$ cat config.mk
export PLATFORM = sky130hd
export DESIGN_NAME = pwmtp_top
export DESIGN_NICKNAME = d
export VERILOG_FILES = /design/src/pwmtp_pkg.sv /design/src/pwmtp_ch_if.sv /design/src/pwmtp_scaler.sv /design/src/pwmtp_channel.sv /design/src/pwmtp_top.sv
export SDC_FILE = /design/constraint.sdc
export NUM_CORES = 1
export LEC_CHECK = 0
export BUFFER_PORTS_ARGS = -buffer_cell sky130_fd_sc_hd__buf_2
export CELL_PAD_IN_SITES_DETAIL_PLACEMENT = 0
export CELL_PAD_IN_SITES_GLOBAL_PLACEMENT = 1
export CORE_MARGIN = 2
export CORE_UTILIZATION = 40
export DETAILED_ROUTE_END_ITERATION = 8
export GPL_TIMING_DRIVEN = 1
export HOLD_SLACK_MARGIN = 0.05
export PLACE_DENSITY_LB_ADDON = 0.1
export SETUP_SLACK_MARGIN = 0.5
export SLEW_MARGIN = 10
export SYNTH_ARGS = -nofsm -noshare
export SYNTH_HDL_FRONTEND = slang
export SYNTH_SLANG_ARGS = --single-unit
$ cat constraint.sdc
create_clock -name clk -period 3.75 [get_ports clk]
set_input_delay 0.1875 -clock clk [delete_from_list [all_inputs] [get_ports clk]]
set_output_delay 0.1875 -clock clk [all_outputs]
set_load 0.03 [all_outputs]
$ cat src/pwmtp_pkg.sv
/*
   Constants, register map and types shared by the PWM tail block:
   test register, shared port P style GPIO and four PWM channels.
   Assumes an 8-bit register bus with one byte per address.
*/
package pwmtp_pkg;

   ////////////////////////////////////////////////////////////////////////////
   // Register map
   localparam logic [7:0] ADDR_CH_ENABLE   = 8'h40;
   localparam logic [7:0] ADDR_CH_POLARITY = 8'h41;
   localparam logic [7:0] ADDR_PRESCALE_A  = 8'h44;
   localparam logic [7:0] ADDR_SCALE_CNT_A = 8'h45;
   localparam logic [7:0] ADDR_PRESCALE_B  = 8'h46;
   localparam logic [7:0] ADDR_SCALE_CNT_B = 8'h47;
   localparam logic [7:0] ADDR_CNT_BASE    = 8'h48;
   localparam logic [7:0] ADDR_PER_BASE    = 8'h4C;
   localparam logic [7:0] ADDR_DUTY_BASE   = 8'h50;
   localparam logic [7:0] ADDR_PWM_CTRL    = 8'h54;
   localparam logic [7:0] ADDR_TEST        = 8'h55;
   localparam logic [7:0] ADDR_PORT_DATA   = 8'h56;
   localparam logic [7:0] ADDR_PORT_DIR    = 8'h57;

   ////////////////////////////////////////////////////////////////////////////
   // Sizes and field positions
   localparam int         NUM_CH          = 4;
   localparam int         CH_PER_SCALER   = 2;
   localparam int         TEST_CRB_BIT    = 7;
   localparam int         TEST_PCB_BIT    = 6;
   localparam int         TEST_SLB_BIT    = 5;
   localparam int         CTRL_CENTER_BIT = 3;
   localparam logic [7:0] CTRL_MASK       = 8'h1F;
   localparam logic [7:0] TEST_MASK       = 8'hE0;
   localparam logic [7:0] CH_MASK         = 8'h0F;

   ////////////////////////////////////////////////////////////////////////////
   // Reset and boundary values
   localparam logic [7:0] BYTE_ZERO    = 8'h00;
   localparam logic [7:0] BYTE_ONE     = 8'h01;
   localparam logic [7:0] BYTE_MAX     = 8'hFF;
   localparam logic [7:0] PERIOD_RST   = 8'hFF;
   localparam logic [7:0] DUTY_RST     = 8'hFF;
   localparam logic [7:0] PORT_RST     = 8'h00;
   localparam logic [7:0] DIR_RST      = 8'h00;

   typedef logic [7:0] pwmtp_byte_t;

   typedef enum logic {
      PWMTP_DIR_UP   = 1'b0,
      PWMTP_DIR_DOWN = 1'b1
   } pwmtp_dir_e;

endpackage

$ cat src/pwmtp_ch_if.sv
/*
   Link between the register side of the top and one PWM channel.
   Assumes both ends run on the same clock.
*/
`timescale 1ns/1ns
interface pwmtp_ch_if;
   logic                  tick;
   logic                  enable;
   logic                  polarity;
   logic                  center;
   logic                  cnt_wr;
   logic                  counter_reset_bypass;
   logic                  period_compare_bypass;
   pwmtp_pkg::pwmtp_byte_t period;
   pwmtp_pkg::pwmtp_byte_t duty;
   pwmtp_pkg::pwmtp_byte_t count;
   logic                  out;

   modport ctrl (
      output tick, enable, polarity, center, cnt_wr,
      output counter_reset_bypass, period_compare_bypass, period, duty,
      input  count, out
   );
   modport chan (
      input  tick, enable, polarity, center, cnt_wr,
      input  counter_reset_bypass, period_compare_bypass, period, duty,
      output count, out
   );
endinterface

$ cat src/pwmtp_scaler.sv
/*
   Prescale down-counter: counts down from the divider value and
   gives a one-cycle tick on reaching zero, then reloads.
   Assumes load is already gated by the bypass bit.
*/
`timescale 1ns/1ns
module pwmtp_scaler (
   // Clock and reset
   input  wire logic                   clk,
   input  wire logic                   srst,
   // Divider
   input  wire pwmtp_pkg::pwmtp_byte_t divider,
   input  wire logic                   load,
   input  wire pwmtp_pkg::pwmtp_byte_t load_value,
   // State
   output      pwmtp_pkg::pwmtp_byte_t count,
   output      logic                   tick
);
   import pwmtp_pkg::*;

   pwmtp_byte_t next_count;

   assign tick = (count == BYTE_ZERO);

   always_comb begin
      if (load) begin
         next_count = load_value;
      end else if (tick) begin
         next_count = divider;
      end else begin
         next_count = count - BYTE_ONE;
      end
   end

   always_ff @(posedge clk) begin
      if (srst) begin
         count <= BYTE_ZERO;
      end else begin
         count <= next_count;
      end
   end
endmodule // pwmtp_scaler

$ cat src/pwmtp_channel.sv
/*
   One PWM channel: 8-bit counter, buffered period and duty, output
   with the fixed levels for extreme duty and period settings.
   Assumes tick is a one-cycle pulse from the channel's scaler.
*/
`timescale 1ns/1ns
module pwmtp_channel (
   // Clock and reset
   input  wire logic clk,
   input  wire logic srst,
   // Channel link
   pwmtp_ch_if.chan  ch
);
   import pwmtp_pkg::*;

   pwmtp_byte_t cnt;
   pwmtp_byte_t per_buf;
   pwmtp_byte_t duty_buf;
   pwmtp_dir_e  dir;
   logic        out;
   pwmtp_byte_t next_cnt;
   pwmtp_dir_e  next_dir;

   wire per_zero       = (per_buf == BYTE_ZERO);
   wire at_zero        = (cnt == BYTE_ZERO);
   wire left_restart   = !ch.center && (cnt == per_buf) && !ch.period_compare_bypass;
   wire center_reload  = ch.center && (per_zero || (dir == PWMTP_DIR_DOWN && at_zero));
   wire counting       = ch.enable && ch.tick;
   wire reset_by_write = ch.cnt_wr && !ch.counter_reset_bypass;
   wire load_bufs      = !ch.enable || reset_by_write
                         || (counting && (left_restart || center_reload));
   wire duty_past_per  = (duty_buf >= per_buf);

   // Active level before polarity
   wire left_active    = (duty_buf == BYTE_MAX && !per_zero) ? 1'b0 :
                         duty_past_per ? 1'b1 : (cnt <= duty_buf);
   wire center_active  = (duty_buf == BYTE_ZERO && !per_zero) ? 1'b0 :
                         duty_past_per ? 1'b1 : (cnt < duty_buf);
   wire active         = ch.center ? center_active : left_active;
   wire next_out       = ch.polarity ? active : !active;

   ////////////////////////////////////////////////////////////////////////////
   // Counter
   always_comb begin
      next_cnt = cnt;
      next_dir = dir;
      if (reset_by_write) begin
         next_cnt = BYTE_ZERO;
         next_dir = PWMTP_DIR_UP;
      end else if (counting) begin
         if (!ch.center) begin
            next_cnt = left_restart ? BYTE_ZERO : cnt + BYTE_ONE;
         end else if (per_zero) begin
            next_cnt = BYTE_ZERO;
            next_dir = PWMTP_DIR_UP;
         end else if (dir == PWMTP_DIR_UP) begin
            if (cnt >= per_buf) begin
               next_dir = PWMTP_DIR_DOWN;
               next_cnt = cnt - BYTE_ONE;
            end else begin
               next_cnt = cnt + BYTE_ONE;
            end
         end else if (at_zero) begin
            next_dir = PWMTP_DIR_UP;
            next_cnt = BYTE_ONE;
         end else begin
            next_cnt = cnt - BYTE_ONE;
         end
      end
   end

   always_ff @(posedge clk) begin
      if (srst) begin
         cnt      <= BYTE_ZERO;
         dir      <= PWMTP_DIR_UP;
         per_buf  <= PERIOD_RST;
         duty_buf <= DUTY_RST;
         out      <= 1'b0;
      end else begin
         cnt <= next_cnt;
         dir <= next_dir;
         out <= next_out;
         if (load_bufs) begin
            per_buf  <= ch.period;
            duty_buf <= ch.duty;
         end
      end
   end

   assign ch.count = cnt;
   assign ch.out   = out;
endmodule // pwmtp_channel

$ cat src/pwmtp_top.sv
/*
   PWM tail block: channel, scaler, control and test registers, the
   shared 4-pin port with PWM on pins 3 to 0, and four channels.
   Assumes a one-cycle strobe register bus and synchronous pin inputs.
*/
`timescale 1ns/1ns
module pwmtp_top (
   // Clock and reset
   input  wire logic                   clk,
   input  wire logic                   srst,
   // Register bus
   input  wire pwmtp_pkg::pwmtp_byte_t addr,
   input  wire pwmtp_pkg::pwmtp_byte_t wr_data,
   input  wire logic                   wr,
   input  wire logic                   rd,
   output      pwmtp_pkg::pwmtp_byte_t rd_data,
   // Chip mode
   input  wire logic                   special_mode_n,
   // Port pins
   input  wire logic [3:0]             pin_in,
   output      logic [3:0]             pin_out,
   output      logic [3:0]             pin_oe_n
);
   import pwmtp_pkg::*;

   ////////////////////////////////////////////////////////////////////////////
   // Register storage
   logic [NUM_CH-1:0] ch_enable;
   logic [NUM_CH-1:0] ch_polarity;
   pwmtp_byte_t       prescale_divider_a;
   pwmtp_byte_t       prescale_divider_b;
   pwmtp_byte_t       channel_period_value [NUM_CH];
   pwmtp_byte_t       channel_duty_value   [NUM_CH];
   pwmtp_byte_t       pwm_ctrl;
   logic [2:0]        pwm_test_control;
   pwmtp_byte_t       port_pin_data;
   pwmtp_byte_t       port_pin_direction;

   ////////////////////////////////////////////////////////////////////////////
   // Address decode
   wire hit_enable   = (addr == ADDR_CH_ENABLE);
   wire hit_polarity = (addr == ADDR_CH_POLARITY);
   wire hit_pre_a    = (addr == ADDR_PRESCALE_A);
   wire hit_scnt_a   = (addr == ADDR_SCALE_CNT_A);
   wire hit_pre_b    = (addr == ADDR_PRESCALE_B);
   wire hit_scnt_b   = (addr == ADDR_SCALE_CNT_B);
   wire hit_cnt      = (addr[7:2] == ADDR_CNT_BASE[7:2]);
   wire hit_per      = (addr[7:2] == ADDR_PER_BASE[7:2]);
   wire hit_duty     = (addr[7:2] == ADDR_DUTY_BASE[7:2]);
   wire hit_ctrl     = (addr == ADDR_PWM_CTRL);
   wire hit_test     = (addr == ADDR_TEST);
   wire hit_pdata    = (addr == ADDR_PORT_DATA);
   wire hit_pdir     = (addr == ADDR_PORT_DIR);
   wire [1:0] ch_sel = addr[1:0];

   wire wr_test_ok   = wr && hit_test && !special_mode_n;

   ////////////////////////////////////////////////////////////////////////////
   // Test bits and the center-align control bit seen by the counters
   wire counter_reset_bypass  = pwm_test_control[TEST_CRB_BIT - 5];
   wire period_compare_bypass = pwm_test_control[TEST_PCB_BIT - 5];
   wire scaler_load_bypass    = pwm_test_control[TEST_SLB_BIT - 5];
   wire center_align_select   = pwm_ctrl[CTRL_CENTER_BIT];

   ////////////////////////////////////////////////////////////////////////////
   // Scalers
   pwmtp_byte_t scale_cnt_a;
   pwmtp_byte_t scale_cnt_b;
   logic        tick_a;
   logic        tick_b;
   wire         load_a = wr && hit_pre_a && !scaler_load_bypass;
   wire         load_b = wr && hit_pre_b && !scaler_load_bypass;

   pwmtp_scaler u_scaler_a (
      .clk        (clk),
      .srst       (srst),
      .divider    (prescale_divider_a),
      .load       (load_a),
      .load_value (wr_data),
      .count      (scale_cnt_a),
      .tick       (tick_a)
   );

   pwmtp_scaler u_scaler_b (
      .clk        (clk),
      .srst       (srst),
      .divider    (prescale_divider_b),
      .load       (load_b),
      .load_value (wr_data),
      .count      (scale_cnt_b),
      .tick       (tick_b)
   );

   ////////////////////////////////////////////////////////////////////////////
   // Channels
   pwmtp_byte_t       ch_count [NUM_CH];
   logic [NUM_CH-1:0] ch_out;

   for (genvar g = 0; g < NUM_CH; g++) begin : g_ch
      pwmtp_ch_if link ();

      assign link.tick                  = (g < CH_PER_SCALER) ? tick_a : tick_b;
      assign link.enable                = ch_enable[g];
      assign link.polarity              = ch_polarity[g];
      assign link.center                = center_align_select;
      assign link.cnt_wr                = wr && hit_cnt && (ch_sel == 2'(g));
      assign link.counter_reset_bypass  = counter_reset_bypass;
      assign link.period_compare_bypass = period_compare_bypass;
      assign link.period                = channel_period_value[g];
      assign link.duty                  = channel_duty_value[g];
      assign ch_count[g]                = link.count;
      assign ch_out[g]                  = link.out;

      pwmtp_channel u_channel (
         .clk  (clk),
         .srst (srst),
         .ch   (link.chan)
      );
   end

   ////////////////////////////////////////////////////////////////////////////
   // Control registers
   always_ff @(posedge clk) begin
      if (srst) begin
         ch_enable          <= '0;
         ch_polarity        <= '0;
         prescale_divider_a <= BYTE_ZERO;
         prescale_divider_b <= BYTE_ZERO;
         pwm_ctrl           <= BYTE_ZERO;
      end else if (wr) begin
         if (hit_enable) begin
            ch_enable <= wr_data[NUM_CH-1:0];
         end
         if (hit_polarity) begin
            ch_polarity <= wr_data[NUM_CH-1:0];
         end
         if (hit_pre_a) begin
            prescale_divider_a <= wr_data;
         end
         if (hit_pre_b) begin
            prescale_divider_b <= wr_data;
         end
         if (hit_ctrl) begin
            pwm_ctrl <= wr_data & CTRL_MASK;
         end
      end
   end

   // Period and duty writes land here; channels buffer them
   always_ff @(posedge clk) begin
      if (srst) begin
         for (int i = 0; i < NUM_CH; i++) begin
            channel_period_value[i] <= PERIOD_RST;
            channel_duty_value[i]   <= DUTY_RST;
         end
      end else if (wr) begin
         if (hit_per) begin
            channel_period_value[ch_sel] <= wr_data;
         end
         if (hit_duty) begin
            channel_duty_value[ch_sel] <= wr_data;
         end
      end
   end

   // Test bits live only in special mode
   always_ff @(posedge clk) begin
      if (srst || special_mode_n) begin
         pwm_test_control <= 3'h0;
      end else if (wr_test_ok) begin
         pwm_test_control <= wr_data[7:5];
      end
   end

   ////////////////////////////////////////////////////////////////////////////
   // Port data and direction
   always_ff @(posedge clk) begin
      if (srst) begin
         port_pin_data      <= PORT_RST;
         port_pin_direction <= DIR_RST;
      end else if (wr) begin
         if (hit_pdata) begin
            port_pin_data <= wr_data;
         end
         if (hit_pdir) begin
            port_pin_direction <= wr_data;
         end
      end
   end

   // Input bits show the pin, output bits the latch
   wire [7:0]   pin_level = {4'h0, pin_in};
   pwmtp_byte_t port_read;
   assign port_read = (port_pin_direction & port_pin_data)
                    | (~port_pin_direction & pin_level);

   // Pin drive: enabled channel wins, else direction bit
   logic [3:0] next_pin_out;
   logic [3:0] next_pin_oe_n;
   assign next_pin_out  = (ch_enable & ch_out) | (~ch_enable & port_pin_data[3:0]);
   assign next_pin_oe_n = ~(ch_enable | port_pin_direction[3:0]);

   always_ff @(posedge clk) begin
      if (srst) begin
         pin_out  <= 4'h0;
         pin_oe_n <= 4'hF;
      end else begin
         pin_out  <= next_pin_out;
         pin_oe_n <= next_pin_oe_n;
      end
   end

   ////////////////////////////////////////////////////////////////////////////
   // Read path
   pwmtp_byte_t next_rd_data;

   always_comb begin
      if (hit_enable) begin
         next_rd_data = {4'h0, ch_enable};
      end else if (hit_polarity) begin
         next_rd_data = {4'h0, ch_polarity};
      end else if (hit_pre_a) begin
         next_rd_data = prescale_divider_a;
      end else if (hit_scnt_a) begin
         next_rd_data = scale_cnt_a;
      end else if (hit_pre_b) begin
         next_rd_data = prescale_divider_b;
      end else if (hit_scnt_b) begin
         next_rd_data = scale_cnt_b;
      end else if (hit_cnt) begin
         next_rd_data = ch_count[ch_sel];
      end else if (hit_per) begin
         next_rd_data = channel_period_value[ch_sel];
      end else if (hit_duty) begin
         next_rd_data = channel_duty_value[ch_sel];
      end else if (hit_ctrl) begin
         next_rd_data = pwm_ctrl;
      end else if (hit_test) begin
         next_rd_data = {pwm_test_control, 5'h00};
      end else if (hit_pdata) begin
         next_rd_data = port_read;
      end else if (hit_pdir) begin
         next_rd_data = port_pin_direction;
      end else begin
         next_rd_data = BYTE_ZERO;
      end
   end

   always_ff @(posedge clk) begin
      if (srst) begin
         rd_data <= BYTE_ZERO;
      end else begin
         rd_data <= rd ? next_rd_data : BYTE_ZERO;
      end
   end
endmodule // pwmtp_top

Yosys cells after proc, flatten, opt, wreduce, memory -nomap -nowiden:

Memory sizes are Yosys's and may differ from the RTL's. A register that Yosys moved wholly into a read port is not among the register bits.
Index checks and enable logic that the tools add are counted.

* memories: 2
* output and inout port bits: 16
* memory bits (writable): 64
* register bits after elaboration: 120

* reductions and logical operators: 115
* mux-type cells: 100
* bitwise logic cells: 12
* equality and inequality tests: 24
* add/sub/neg operators: 10
* magnitude comparators: 17

Memory list
* channel_duty_value: words 4, bits a word 8, rd ports 5, clocked after Yosys merged registers in 4, write ports 4, RTL line pwmtp_top.sv:33 `pwmtp_byte_t channel_duty_value [NUM_CH];`
* channel_period_value: words 4, bits a word 8, rd ports 5, clocked after Yosys merged registers in 4, write ports 4, RTL line pwmtp_top.sv:32 `pwmtp_byte_t channel_period_value [NUM_CH];`

Operator list (count)
* $mux W8: 43
* $logic_not A8 Y1: 14
* $eq A8 B7 Y1 const B: 10
* $ge A8 B8 Y1: 8
* $mux W1: 52
* $sub A8 B1 Y8 const B: 6
* $logic_and A1 B1 Y1: 47
* $add A8 B1 Y8 const B: 4
* $eq A8 B8 Y1: 4
* $eq A8 B8 Y1 const B: 4
* $le A8 B8 Y1: 4
* $lt A8 B8 Y1: 4
* $reduce_and A2 Y1: 11
* $eq A6 B5 Y1 const B: 3
* $logic_not A1 Y1: 17
* $logic_or A1 B1 Y1: 17
* $bmux W8 S2: 1
* $reduce_or A8 Y1: 2
* $reduce_or A2 Y1: 5
* $and A4 B4 Y4: 2
* $and A8 B4 Y8: 1
* $and A8 B8 Y8: 1
* $mux W4: 2
* $not A4 Y4: 2
* other kinds (11): 14

Longest topological paths before layout:

* depth in word-level cells: 15
* mapped depth: 11
* gate-level depth less buffers: 9

Hierarchy:

A second synthesis with hierarchy kept.

* cells, all modules: 1664
* area total of the unflattened synthesis: 15697.6 um^2

By module, submodules not included
* pwmtp_top: area each 6468.7 um^2, cells each 587, instances 1, sequential area each 3203.1 um^2
* pwmtp_channel (g_ch[0].u_channel ...): area each 2043.2 um^2, cells each 238, instances 3, sequential area each 520.5 um^2
* pwmtp_channel (g_ch[1].u_channel): area each 2045.7 um^2, cells each 231, instances 1, sequential area each 520.5 um^2
* pwmtp_scaler: area each 526.8 um^2, cells each 66, instances 2, sequential area each 160.2 um^2

Worst setup path after synthesis:

OpenSTA, ideal clock, no wires.

* path kind: flip-flop to flip-flop
* start: register g_ch[2].u_channel.cnt[0]
* end: register g_ch[2].u_channel.cnt[5]
* library setup time: 0.073 ns
* setup slack: 1.080 ns
* data required time: 3.677 ns
* arrival: 2.597 ns
* stages on the path, launching flop included: 11
* path through: dfxtp_1 > clkbuf_1 > inv_1 > ha_1 > nand2b_1 > a2111o_1 > a21oi_1 > nand2b_1 > a21o_1 > a211o_1 > a21oi_1

* longest elaborated chain between the ends: 5
* elaborated cells on any way between the ends: 13

RTL lines
* start, declared: RTL line pwmtp_channel.sv:16 `pwmtp_byte_t cnt;`
* start signal, assigned: RTL line pwmtp_channel.sv:80 `cnt <= next_cnt;`
* $add A8 B1 Y8, or another cell as far along: RTL line pwmtp_channel.sv:52, pwmtp_channel.sv:61
* $mux W8, or another cell as far along: RTL line pwmtp_channel.sv:57 `if (cnt >= per_buf) begin`
* $mux W8 or $logic_and A1 B1 Y1 (tied branches): RTL line pwmtp_channel.sv:56, pwmtp_channel.sv:26
* $mux W8 (on tied branches): RTL line pwmtp_channel.sv:53, pwmtp_channel.sv:52
* $mux W8 (*): RTL line pwmtp_channel.sv:51 `if (!ch.center) begin`

Every way passes the cells marked *; elsewhere a longest branch is shown, timed or not.
A chain may end at the register's enable or synchronous reset.

Worst setup path in the final report:

* start: register g_ch[0].u_channel.cnt[0]
* end: register g_ch[0].u_channel.per_buf[6] (read register of channel_period_value)

* longest elaborated chain between the ends: 7
* elaborated cells on any way between the ends: 10

RTL lines
* start, declared: RTL line pwmtp_channel.sv:16
* start signal, assigned: RTL line pwmtp_channel.sv:80
* $logic_not A8 Y1: RTL line pwmtp_channel.sv:25 `wire at_zero = (cnt == BYTE_ZERO);`
* $logic_and A1 B1 Y1: RTL line pwmtp_channel.sv:27 `wire center_reload = ch.center && (per_zero || (dir == PWMTP_DIR_DOWN && at_zero));`
* $logic_or A1 B1 Y1: RTL line pwmtp_channel.sv:27
* $logic_and A1 B1 Y1: RTL line pwmtp_channel.sv:27
* $logic_or A1 B1 Y1 (*): RTL line pwmtp_channel.sv:31 `|| (counting && (left_restart || center_reload));`
* $logic_and A1 B1 Y1 (*): RTL line pwmtp_channel.sv:31
* $logic_or A1 B1 Y1 (*): RTL line pwmtp_channel.sv:31
* end, declared: RTL line pwmtp_channel.sv:17 `pwmtp_byte_t per_buf;`

Marked as above.

==> results.yml <==
clocking:
  cts_inserted_buffers: 29
  clkSlewWorstSetupHoldPaths_ns: 0.06
  post-cts-setup-buffer-count: 0
  root_buffer: "clkbuf_16"
  cts_sinks: 248
  cts_tree: "done"
  cts_htree_levels: 1
  clkLatencyLatePin_ns: 0.57
  cts_buffer_depth: 3
sta:
  finalClockSkew_ns: 0.0124
  hold_viol_final: 0
  finalSetupViolCount: 0
  rsz0062_at_grt: "no"
  post-route-period-util_pct: 79.7
  slew_violations: 0
  min_period_ns: 2.99
  max_freq_ghz: 0.335
  fin_tns_setup_ns: 0
  slew_headroom_pct: 30.3
  tightest_slew_ns: 1.04
global_routing:
  grt_overflow: 0
  antenna_found_initial: 2
  grt_usage_pct: 26.2
  grt_pass1_wl_mm: 78.1
  grt_max_degree: 76
  first_global_vias: 12400
worst_hold_path:
  hold_path.class: "primary input to flop"
  whs_endpoint: "prescale_divider_b[5]"
  hold_path_startpoint: "wr_data[5]"
  holdPathStages: 3
setup_path:
  worstSetupStartpointType: "flop"
  crit_required_ns: 4.20
  r2r.worst_path.cells: 10
  cpPeakStageDelay_ns: 0.57
  cp_max_fo: 18
  worstPathArrival_ns: 3.44
  cp-end-kind: "flop"
  crit_chain: "inv_1 > ha_1 > nand2_1 > nor4_1 > nor2_1 > nor2_2 > a21oi_2 > buf_12 > nor2b_1 > a211o_1"
  path_class: "flop to flop"
  r2r_end: "g_ch[0].u_channel.per_buf[6]"
  cp_num_buf_inv: 2
  regToRegStartpoint: "g_ch[0].u_channel.ch.count[0]"
  cpMaxStageDelayCell: "a21oi_2"
  worst-r2r-setup-slack_ns: 0.76
  crit_family: "compound AO/OA/AOI/OAI gates"
  cp.depth: 10
layout:
  nNetsFinal: 1819
  layout-drive-gt1-share_pct: 11.0
  syn_to_final_growth_pct: 11.6
  design_area_mm2: 0.0170
  final_core_util_pct: 45.2
drt:
  wl_met1_mm: 23.8
  drt-vias-per-instance: 5.88
  wl_mm: 51.6
  drc: 0
  post_drt_wl_per_cell_um: 23.3
  vias: 13000
  dr_wl_met3_mm: 2.64
  first_pass_iters: 5
  dr_wl_met2_mm: 23.7
  top_layer_used: "met5"
  ant_nets: 0
  drtIter0Drc: 911
yosys:
  synth_seq_cells: 248
  synth_fp_nets: 1807
  yosys.area.top_type: "dfxtp_1"
  synth_top_cell_area_share_pct: 24.2
  synth_cell_types: 79
  synthCells: 1670
  syn_avg_cell_area_um2: 9.12
  synthTopCellsByArea: "dfxtp_1 24%, edfxtp_1 13%, ha_1 9.2%"
  synth_area_mm2: 0.0152
  ys_async_sr_fraction_pct: 0
  ys_top_cells_by_count: "184 x dfxtp_1, 139 x nor2_1, 112 x a21oi_1, 112 x ha_1, 106 x nand2_1"
  yosysWarningCount: 0
  synth_ff_type: "dfxtp_1"
  yosysMostFrequentCell: "dfxtp_1"
  synth_seq_area_share_pct: 36.8
  synth_edf_count: 64
floorplan:
  die_h_um: 199
  dieWidth_um: 199
  die_area_mm2: 0.0397
  fp-row-count: 71
  design.core.area_mm2: 0.0376
  io-pin-count: 41
  initial_core_util_pct: 40.5
place:
  gp_congestion: 0.882
  portBuffers: 40
  placed_area_mm2: 0.0159
  hpwl_mm: 37.7
pwr:
  ir_drop_uv: 371
  power.density_mw_per_mm2: 443
  total_power_mw: 7.52
  leakage_nw: 7.18
job:
  drv_cap: 0
status:
  status: "complete, no violations"
[sequential cells by signal, summed over array words and instances (netlist names), 4 cells and up]
name	count
ch_enable	4
ch_polarity	4
channel_duty_value	32
channel_period_value	32
g_ch.u_channel.ch.count	32
g_ch.u_channel.ch.out	4
g_ch.u_channel.dir	4
g_ch.u_channel.duty_buf	32
g_ch.u_channel.per_buf	32
pin_oe_n	4
pin_out	4
port_pin_data	8
port_pin_direction	8
prescale_divider_a	8
prescale_divider_b	8
pwm_ctrl	5
rd_data	8
u_scaler_a.count	8
u_scaler_b.count	8
[layer usage]
| metal | vias up | global-route usage (%) |
|---|---|---|
| met5 | - | 0 |
| met4 | 2 | 8.32 |
| met3 | 76 | 2.94 |
| met2 | 372 | 42.7 |
| met1 | 6347 | 36.4 |
| li1 | 6226 | - |
[area by class of cell]
type	count	area, µm²
well taps	511	639
multi-input cells	1240	8870
flip-flops and latches	248	5610
diodes	1	2.50
fillers	3714	20600
repair buffers	82	536
clock inverters	17	246
clock buffers	36	793
inverters	81	304
[cell families after synthesis]
logic type,count (synthesis),share of synthesized area [%]
AO/OA/AOI/OAI,420,18.9
XOR/XNOR,25,1.44
adder cells (fa/ha/maj),112,9.20
buffers and inverters,182,5.01
flip-flops,248,36.8
multiplexers,95,8.25
AND/OR/NAND/NOR,588,20.4
[timing repair]
action / CTS / global route
endpoints found under the setup margin: 0 / 3
gates resized for setup: 0 / 2
hold buffers: 2 / 0
endpoints found under the hold margin: 4 / 0
[placed cells by master (no fill, tap or decap), drive strengths merged, types with 22 or more instances in the layout]
| cell type | netlist | routed |
|---|---|---|
| nor2b | 63 | 63 |
| nor2 | 140 | 140 |
| o21ai | 79 | 79 |
| edfxtp | 64 | 64 |
| mux2i | 67 | 67 |
| nand2 | 106 | 106 |
| buf | 31 | 80 |
| nand4 | 25 | 25 |
| nand3 | 33 | 33 |
| nor4 | 22 | 22 |
| inv | 81 | 81 |
| nor3 | 35 | 35 |
| a211o | 69 | 69 |
| mux4 | 24 | 24 |
| clkbuf | 70 | 36 |
| a21oi | 114 | 114 |
| or3 | 76 | 76 |
| nand2b | 27 | 27 |
| ha | 112 | 112 |
| a211oi | 33 | 33 |
| dfxtp | 184 | 184 |
[power by group]
part           internal [mW]  leakage, nW  total, mW  switching [mW]
combinational          0.550         4.53       1.31           0.761
sequential              2.90         2.15       3.09           0.191
clock                   1.91        0.497       3.12            1.22
[per-stage QoR]
step | std cells | hold WS, ns | setup WS [ns]
global route | 2216 | 0.100 | 0.549
global placement | 2160 | 0.448 | 0.790
floorplan | 1670 | 0.264 | 1.08
finish | 2216 | 0.123 | 0.761
CTS | 2215 | 0.0954 | 0.641
detailed placement | 2160 | 0.450 | 0.680
[worst reg2reg max path: cells and delay by family, from the launching register on]
| family | cells | cell delay, ns |
|---|---|---|
| AO/OA/AOI/OAI | 2 | 0.83 |
| adder cells (fa/ha/maj) | 1 | 0.25 |
| buffers and inverters | 2 | 0.45 |
| flip-flops | 1 | 0.56 |
| AND/OR/NAND/NOR | 5 | 0.78 |
[worst max-delay path by stage]
stage	start	endpoint	slack, ns
6_report	g_ch[0].u_channel.ch.count[0]	g_ch[0].u_channel.per_buf[6]	0.76
5_1_grt	g_ch[0].u_channel.ch.count[0]	g_ch[0].u_channel.per_buf[1]	0.55
4_1_cts	g_ch[2].u_channel.ch.count[0]	g_ch[2].u_channel.ch.count[4]	0.64
3_5_place_dp	g_ch[2].u_channel.ch.count[0]	g_ch[2].u_channel.ch.count[4]	0.68
3_3_place_gp	g_ch[2].u_channel.ch.count[0]	g_ch[2].u_channel.ch.count[4]	0.79
2_1_floorplan	g_ch[2].u_channel.ch.count[0]	g_ch[2].u_channel.ch.count[5]	1.08
Power figures use the tool's default switching activity.
